--- src/core/flash_lock_pkg.sv ---
// Package with the address map, lock-byte layout and access encodings of the Flash lock checker.
package flash_lock_pkg;

  // ----------------------------------------------------------------
  // Address map
  // ----------------------------------------------------------------
  localparam int ADDR_W = 16;
  localparam int PAGE_SHIFT = 10;
  localparam int PAGE_W = ADDR_W - PAGE_SHIFT;
  localparam logic [ADDR_W-1:0] LOCK_BYTE_ADDR = 16'hFBFF;
  localparam logic [PAGE_W-1:0] LOCK_PAGE = LOCK_BYTE_ADDR[ADDR_W-1:PAGE_SHIFT];
  localparam logic [PAGE_W-1:0] PAGE_COUNT = 6'h3F;
  localparam logic [ADDR_W-1:0] SCRATCH_BASE = 16'h0000;
  localparam logic [ADDR_W-1:0] SCRATCH_LAST = 16'h03FF;
  localparam int LOCK_W = 8;
  localparam int LOCK_GROUP_SHIFT = 3;
  localparam logic [LOCK_W-1:0] LOCK_ERASED = 8'hFF;

  // ----------------------------------------------------------------
  // Access encodings
  // ----------------------------------------------------------------
  typedef enum logic [1:0] {
    OP_READ = 2'b00,
    OP_WRITE = 2'b01,
    OP_ERASE = 2'b10,
    OP_DEVICE_ERASE = 2'b11
  } flash_op_t;

  typedef enum logic [1:0] {
    VERDICT_ALLOW = 2'b00,
    VERDICT_IGNORE = 2'b01,
    VERDICT_RESET = 2'b10
  } verdict_t;

  typedef enum logic [1:0] {
    ST_RUN = 2'b00,
    ST_ERASE = 2'b01,
    ST_RESET = 2'b10
  } ctl_state_t;

  localparam logic [7:0] ERASE_CYCLES = 8'h40;
  localparam logic [3:0] RESET_CYCLES = 4'h8;

endpackage : flash_lock_pkg

--- src/core/page_lock_if.sv ---
// Interface carrying the lock-state view between the lock register and the checker.
interface page_lock_if;
  import flash_lock_pkg::*;
  logic [LOCK_W-1:0] lock_bits;
  logic any_locked;
  logic all_locked;
  modport owner (output lock_bits, output any_locked, output all_locked);
  modport user (input lock_bits, input any_locked, input all_locked);
endinterface : page_lock_if

--- src/core/page_decode.sv ---
// Classifies one Flash address against the current lock state.
module page_decode
  import flash_lock_pkg::*;
(
  input wire logic [ADDR_W-1:0] addr,
  page_lock_if.user lk,
  output logic is_reserved,
  output logic is_lock_page,
  output logic is_lock_byte,
  output logic is_locked
);
  logic [PAGE_W-1:0] page;
  logic scratch;
  logic [2:0] grp;

  assign page = addr[ADDR_W-1:PAGE_SHIFT];
  assign grp = page[PAGE_W-1:LOCK_GROUP_SHIFT];
  assign scratch = 1'b0 && (addr >= SCRATCH_BASE) && (addr <= SCRATCH_LAST);
  assign is_reserved = addr > LOCK_BYTE_ADDR;
  assign is_lock_page = (page == LOCK_PAGE) && !is_reserved;
  assign is_lock_byte = addr == LOCK_BYTE_ADDR;

  // Each lock bit guards a group of pages; a zero bit means locked.
  always_comb
  begin
    if (is_lock_page)
      is_locked = lk.any_locked;
    else if (scratch)
      is_locked = lk.all_locked;
    else
      is_locked = !lk.lock_bits[grp];
  end
endmodule : page_decode

--- src/flat_wrapper.sv ---
// flat-port wrapper written by rule: the top's interface ports become plain ports
module page_decode_flat import flash_lock_pkg::*;
  (addr, is_reserved, is_lock_page, is_lock_byte, is_locked, lk_lock_bits, lk_any_locked, lk_all_locked);
  page_lock_if lk_i ();
  input wire logic [ADDR_W-1:0] addr;
  output logic is_reserved;
  output logic is_lock_page;
  output logic is_lock_byte;
  output logic is_locked;
  input wire logic [$bits(lk_i.lock_bits)-1:0] lk_lock_bits;
  input wire logic [$bits(lk_i.any_locked)-1:0] lk_any_locked;
  input wire logic [$bits(lk_i.all_locked)-1:0] lk_all_locked;
  assign lk_i.lock_bits = lk_lock_bits;
  assign lk_i.any_locked = lk_any_locked;
  assign lk_i.all_locked = lk_all_locked;
  page_decode u_core (.addr(addr), .lk(lk_i), .is_reserved(is_reserved), .is_lock_page(is_lock_page), .is_lock_byte(is_lock_byte), .is_locked(is_locked));
endmodule
--- config.mk ---
export PLATFORM = sky130hd
export DESIGN_NAME = page_decode_flat
export DESIGN_NICKNAME = d
export VERILOG_FILES = /design/src/core/flash_lock_pkg.sv /design/src/core/page_lock_if.sv /design/src/core/page_decode.sv /design/src/flat_wrapper.sv
export SDC_FILE = /design/constraint.sdc
export NUM_CORES = 1
export LEC_CHECK = 0
export BUFFER_PORTS_ARGS = -buffer_cell sky130_fd_sc_hd__buf_2
export CORE_AREA = 5 5 42 44
export DETAILED_ROUTE_END_ITERATION = 7
export DIE_AREA = 0 0 47 49
export GPL_TIMING_DRIVEN = 0
export SLEW_MARGIN = 20
export SYNTH_ARGS = -nofsm -noshare
export SYNTH_HDL_FRONTEND = slang
export SYNTH_SLANG_ARGS = --single-unit
--- constraint.sdc ---
create_clock -name vclk -period 1.3
set_input_delay 0.195 -clock vclk [all_inputs]
set_output_delay 0.195 -clock vclk [all_outputs]
set_load 0.02 [all_outputs]
==> results of run 1 <==
-- where the power goes --
group / total [W] / leakage, nW / switching, W / internal (W)
Clock: 0 / 0 / 0 / 0
Sequential: 0 / 0 / 0 / 0
Combinational: 0.0000960 / 0.202 / 0.0000392 / 0.0000569
Total: 0.0000960 / 0.202 / 0.0000392 / 0.0000569
-- through the flow --
step | area [um^2] | hold slack (ps) | std cells | utilization [%] | TNS, ps
after floorplan | 185 | 519 | 21 | - | -28.0
after global placement | 345 | 734 | 65 | 24.6 | -194
after detailed placement | 345 | 741 | 65 | 24.6 | -217
after CTS | 360 | 743 | 66 | 25.7 | 0
after global routing | 369 | 754 | 66 | 26.3 | 0
final | 369 | 738 | 66 | 26.3 | 0
-- worst max-delay path, cell delays in order --
cell,delay (ps)
buf_4,100
nand2_2,60
or3_4,410
nor4_4,130
buf_4,180
-- cell type report --
| type | instances | area (um^2) | share of cell area, % |
|---|---|---|---|
| multi-input combinational | 18 | 173 | 46.8 |
| timing repair buffer | 29 | 158 | 42.7 |
| tap | 16 | 20.0 | 5.42 |
| buffer | 1 | 11.3 | 3.05 |
| inverter | 2 | 7.51 | 2.03 |
-- routing by layer --
metal | track usage [%] | vias to the layer above | share of wire (%)
li1 | - | 140 | -
met1 | 5.43 | 118 | 33
met2 | 9.50 | 12 | 55
met3 | 0.738 | 0 | 11
met4 | 0 | 0 | 0
met5 | 0 | - | 0
-- cell usage in the layout, fill, tap and decap left out, drive strengths merged --
master / count
nand2: 2
inv: 2
nand3b: 2
mux2: 1
nand3: 1
nor4: 2
or3: 1
buf: 30
nor3: 1
a41oi: 1
a2bb2oi: 1
mux2i: 3
nand4: 2
nor2: 1
-- cell families after synthesis --
group	Yosys count
buffers and inverters	3
AO/OA/AOI/OAI	2
AND/OR/NAND/NOR	12
multiplexers	4
-- final timing paths --
| path | end | slack [ps] | cells after the start |
|---|---|---|---|
| worst min-delay path | is_reserved | 740 | 4 |
| worst max-delay path | is_lock_byte | 30 | 5 |
-- timing repair --
action                                  in CTS  in global routing
endpoints found under the setup margin       2                  2
endpoints found under the hold margin        0                  0
buffers inserted                             1                  0
resized for setup                            3                  3
pin swaps                                    3                  0
==> flow_metrics.tcl, run 1 <==
set metrics [dict create \
    dieArea_um2 2300 \
    critical_path_class "in2out" \
    relSlewSlack_pct 77.5 \
    cp.arrival_ps 1080 \
    synth_top_family_by_area "simple AND/OR/NAND/NOR gates" \
    finalHoldViolations 0 \
    total_power_w 0.0000960 \
    worst-path-max-fanout 4 \
    startpoint "addr[14]" \
    pre_cts_ws_ps -181 \
    hold_start "addr[10]" \
    syn_inst 21 \
    synthAdderAreaFrac_pct 0 \
    synth-simple-area-share_pct 54.1 \
    finalWeightedCongestion 0.680 \
    synth_xor_area_share_pct 0 \
    synth_compound_area_share_pct 10.4 \
    cap_viol_max_count 0 \
    grt_usage_pct 4.84 \
    diodes 0 \
    finalCritPeriodShare_pct 98.0 \
    dp.final_hpwl_um 641 \
    initial_core_util_pct 12.1 \
    cts_hold_buf 0 \
    grt_max_degree 6 \
    portBuffers 28 \
    ios 30 \
    crit_path_start_kind "input port" \
    grt_pass1_wl_um 862 \
    rows 14 \
    dieWidth_um 47 \
    crit_path_end_kind "output pin" \
    muxShareOfSynthArea_pct 24.4 \
    hold_path_class "in2out" \
    yosysTopAreaCell "mux2i_1" \
    die_h_um 49 \
    leakage_nw 0.202 \
    worstPathRequired_ps 1110 \
    drtIter0Drc 1 \
    avgSynthCellArea_um2 8.04 \
    power.density_nw_per_um2 260 \
    ys_types 15 \
    synthTopCellsByCount "mux2i_1 (3), inv_1 (2), nand2_1 (2), nand3b_1 (2), nand4_1 (2)" \
    core_area_um2 1400 \
    antenna_found_initial 0 \
    syn_to_final_growth_pct 119 \
    synth_top_area_share_pct 17.8 \
    post-synth-top-count-cell "mux2i_1" \
    first_pass_iters 2 \
    wl_per_cell_um 10.5 \
    drt_wl_total_um 696 \
    slew_violations 0 \
    vias_per_cell 4.09 \
    status "finished clean" \
    flops_and_latches 0 \
    nets 78 \
    worstMarginPinSlew_ps 334 \
    antenna_left 0 \
    setup_viol 0 \
    synth.net_count 47 \
    grt_pass1_vias 234 \
    rsz0062_at_grt "no" \
    nFillCells 161 \
    fmax_mhz 785 \
    seqCellArea_um2 0 \
    layout_min_cycle_time_ps 1270 \
    num_vias 270 \
    ys_seq_area_share_pct 0 \
    drive_above_1_share_pct 72.0 \
    grt_remaining_overflow 0 \
    drc 0 \
    setup_slack_ps 25.6 \
    synth_warnings 0 \
    synth.area.top_cells "mux2i_1 (18%), nand3_4 (10%), nand3b_1 (8.9%)" \
    clkbuf_count 0 \
    peakVddDrop_uv 76.1 \
    synth_area_um2 169 \
]
Note: power is estimated with default switching activity, not from simulation.
==> run 2: changes to the inputs <==
--- a/config.mk
+++ b/config.mk
@@ -5,10 +5,11 @@
 export SDC_FILE = /design/constraint.sdc
 export NUM_CORES = 1
 export LEC_CHECK = 0
+export ABC_AREA = 1
 export BUFFER_PORTS_ARGS = -buffer_cell sky130_fd_sc_hd__buf_2
-export CORE_AREA = 5 5 42 44
+export CORE_AREA = 2 2 39 41
 export DETAILED_ROUTE_END_ITERATION = 7
-export DIE_AREA = 0 0 47 49
+export DIE_AREA = 0 0 41 43
 export GPL_TIMING_DRIVEN = 0
 export SLEW_MARGIN = 20
 export SYNTH_ARGS = -nofsm -noshare
==> flow_metrics.tcl, run 2 <==
set metrics [dict create \
    synth.area.top_cells "nand2_1 (37%), nand3_1 (23%), inv_1 (12%)" \
    synthTopCellsByCount "nand2_1 (15), nand3_1 (7), inv_1 (5)" \
    post-synth-top-count-cell "nand2_1" \
    cts_hold_buf 0 \
    synthAdderAreaFrac_pct 0 \
    finalWeightedCongestion 0.605 \
    setup_slack_ps 194 \
    synth_warnings 0 \
    slew_violations 0 \
    cap_viol_max_count 0 \
    drc 0 \
    muxShareOfSynthArea_pct 0 \
    synth.net_count 60 \
    internal_power_w 0.0000412 \
    synth_xor_area_share_pct 0 \
    layout_common_cells "buf_2 (29), nand2_1 (15), nand3_1 (7)" \
    layout_commonest_cell "buf_2" \
    nFillCells 175 \
    power.density_nw_per_um2 245 \
    worstMarginPinSlew_ps 146 \
    vias_per_cell 3.90 \
    ios 30 \
    seqCellArea_um2 0 \
    portBuffers 29 \
    synth_area_um2 154 \
    swShare_pct 47.3 \
    nets 91 \
    critical_path_class "in2out" \
    antenna_found_initial 0 \
    p_clk_share_pct 0 \
    setup_viol 0 \
    cts_resized 0 \
    peakVddDrop_uv 49.4 \
    num_vias 308 \
    cts_setup_buffers 0 \
    initial_core_util_pct 11.1 \
    use_met3_pct 0 \
    crit_path_end_kind "output pin" \
    wl_per_cell_um 7.23 \
    rsz0062_at_grt "no" \
    yosysTopAreaCell "nand2_1" \
    crit_path_start_kind "input port" \
    hold_path_class "in2out" \
    worst-path-max-fanout 6 \
    grt_pass1_wl_um 828 \
    grt_remaining_overflow 0 \
    global_route.usage.met1_pct 6.96 \
    dieArea_um2 1760 \
    clkbuf_count 0 \
    layout_min_cycle_time_ps 1110 \
    fmax_mhz 904 \
    worstPathRequired_ps 1110 \
    avgSynthCellArea_um2 4.53 \
    synth_top_family_by_area "simple AND/OR/NAND/NOR gates" \
    ys_types 9 \
    relSlewSlack_pct 90.2 \
    synth-simple-area-share_pct 85.4 \
    busiest_layer "met2" \
    grt_usage_pct 6.19 \
    power_frac_seq_pct 0 \
    syn_to_final_growth_pct 107 \
    leakage_nw 0.209 \
    antenna_left 0 \
    pre_cts_ws_ps 171 \
    first_pass_iters 2 \
    dieWidth_um 41 \
    dpl.cell_count 79 \
    placed_area_um2 319 \
    power_switching_w 0.0000370 \
    core_area_um2 1380 \
    layout.cells.non_filler 79 \
    grt_max_degree 7 \
    holdWs_ps 704 \
    multi_input_area_um2 131 \
    die_h_um 43 \
    finalHoldViolations 0 \
    rows 14 \
    drtIter0Drc 2 \
    status "finished clean" \
    syn_inst 34 \
    cp.arrival_ps 910 \
    power_frac_comb_pct 100.0 \
    synth_top_area_share_pct 36.6 \
    finalCritPeriodShare_pct 85.1 \
    grt_pass1_vias 252 \
    ys_seq_area_share_pct 0 \
    setup_tns_ps 0 \
    drt_wl_total_um 571 \
    flops_and_latches 0 \
    drive_above_1_share_pct 47.6 \
    synth_compound_area_share_pct 0 \
    final_area_um2 319 \
    grt_util_met2_pct 12.5 \
    diodes 0 \
]
## run 2: changes by cell type after synthesis, sizes merged, moves of 2 or more
| cell | change |
|---|---|
| inv | +3 |
| mux2i | -3 |
| nand2 | +13 |
| nand3 | +6 |
| nor4 | -2 |
## run 2: cell families (layout without fill, tap and decap cells)
family,Yosys count,in the layout
AND/OR/NAND/NOR,28,28
buffers and inverters,6,35
## run 2: final timing paths
check | startpoint | cells after the start | end | slack [ps]
max | addr[13] | 8 | is_locked | 190
min | lk_any_locked | 4 | is_locked | 700
## run 2: area by class of cell
class / instances / area share [%]
Inverter: 6 / 7.06
Multi-Input combinational cell: 28 / 41.2
Tap cell: 16 / 6.27
Timing Repair Buffer: 29 / 45.5
## run 2: routing by layer
layer	part of all wire (%)	vias to the layer above
met2	50	12
met1	39	128
met5	0	-
met3	11	0
met4	0	0
li1	-	168
## run 2: worst max-delay path, cell delays in order
cell and delay (ps):
buf_2 130, inv_1 110, nand2_1 60, nand3_1 60
nand3_1 70, nand3_1 90, nand2_1 50, buf_2 150
## run 2: through the flow
step           util [%]  total power (W)
2_1_floorplan         -        0.0000315
3_3_place_gp       23.1        0.0000784
3_5_place_dp       23.1        0.0000798
4_1_cts            23.1        0.0000801
5_1_grt            23.1        0.0000883
6_report           23.1        0.0000782
## run 2: power by group through the flow
stage,combinational [W],clock [W],sequential (W)
2_1_floorplan,0.0000315,0,0
3_3_place_gp,0.0000784,0,0
3_5_place_dp,0.0000798,0,0
4_1_cts,0.0000801,0,0
5_1_grt,0.0000883,0,0
6_report,0.0000782,0,0
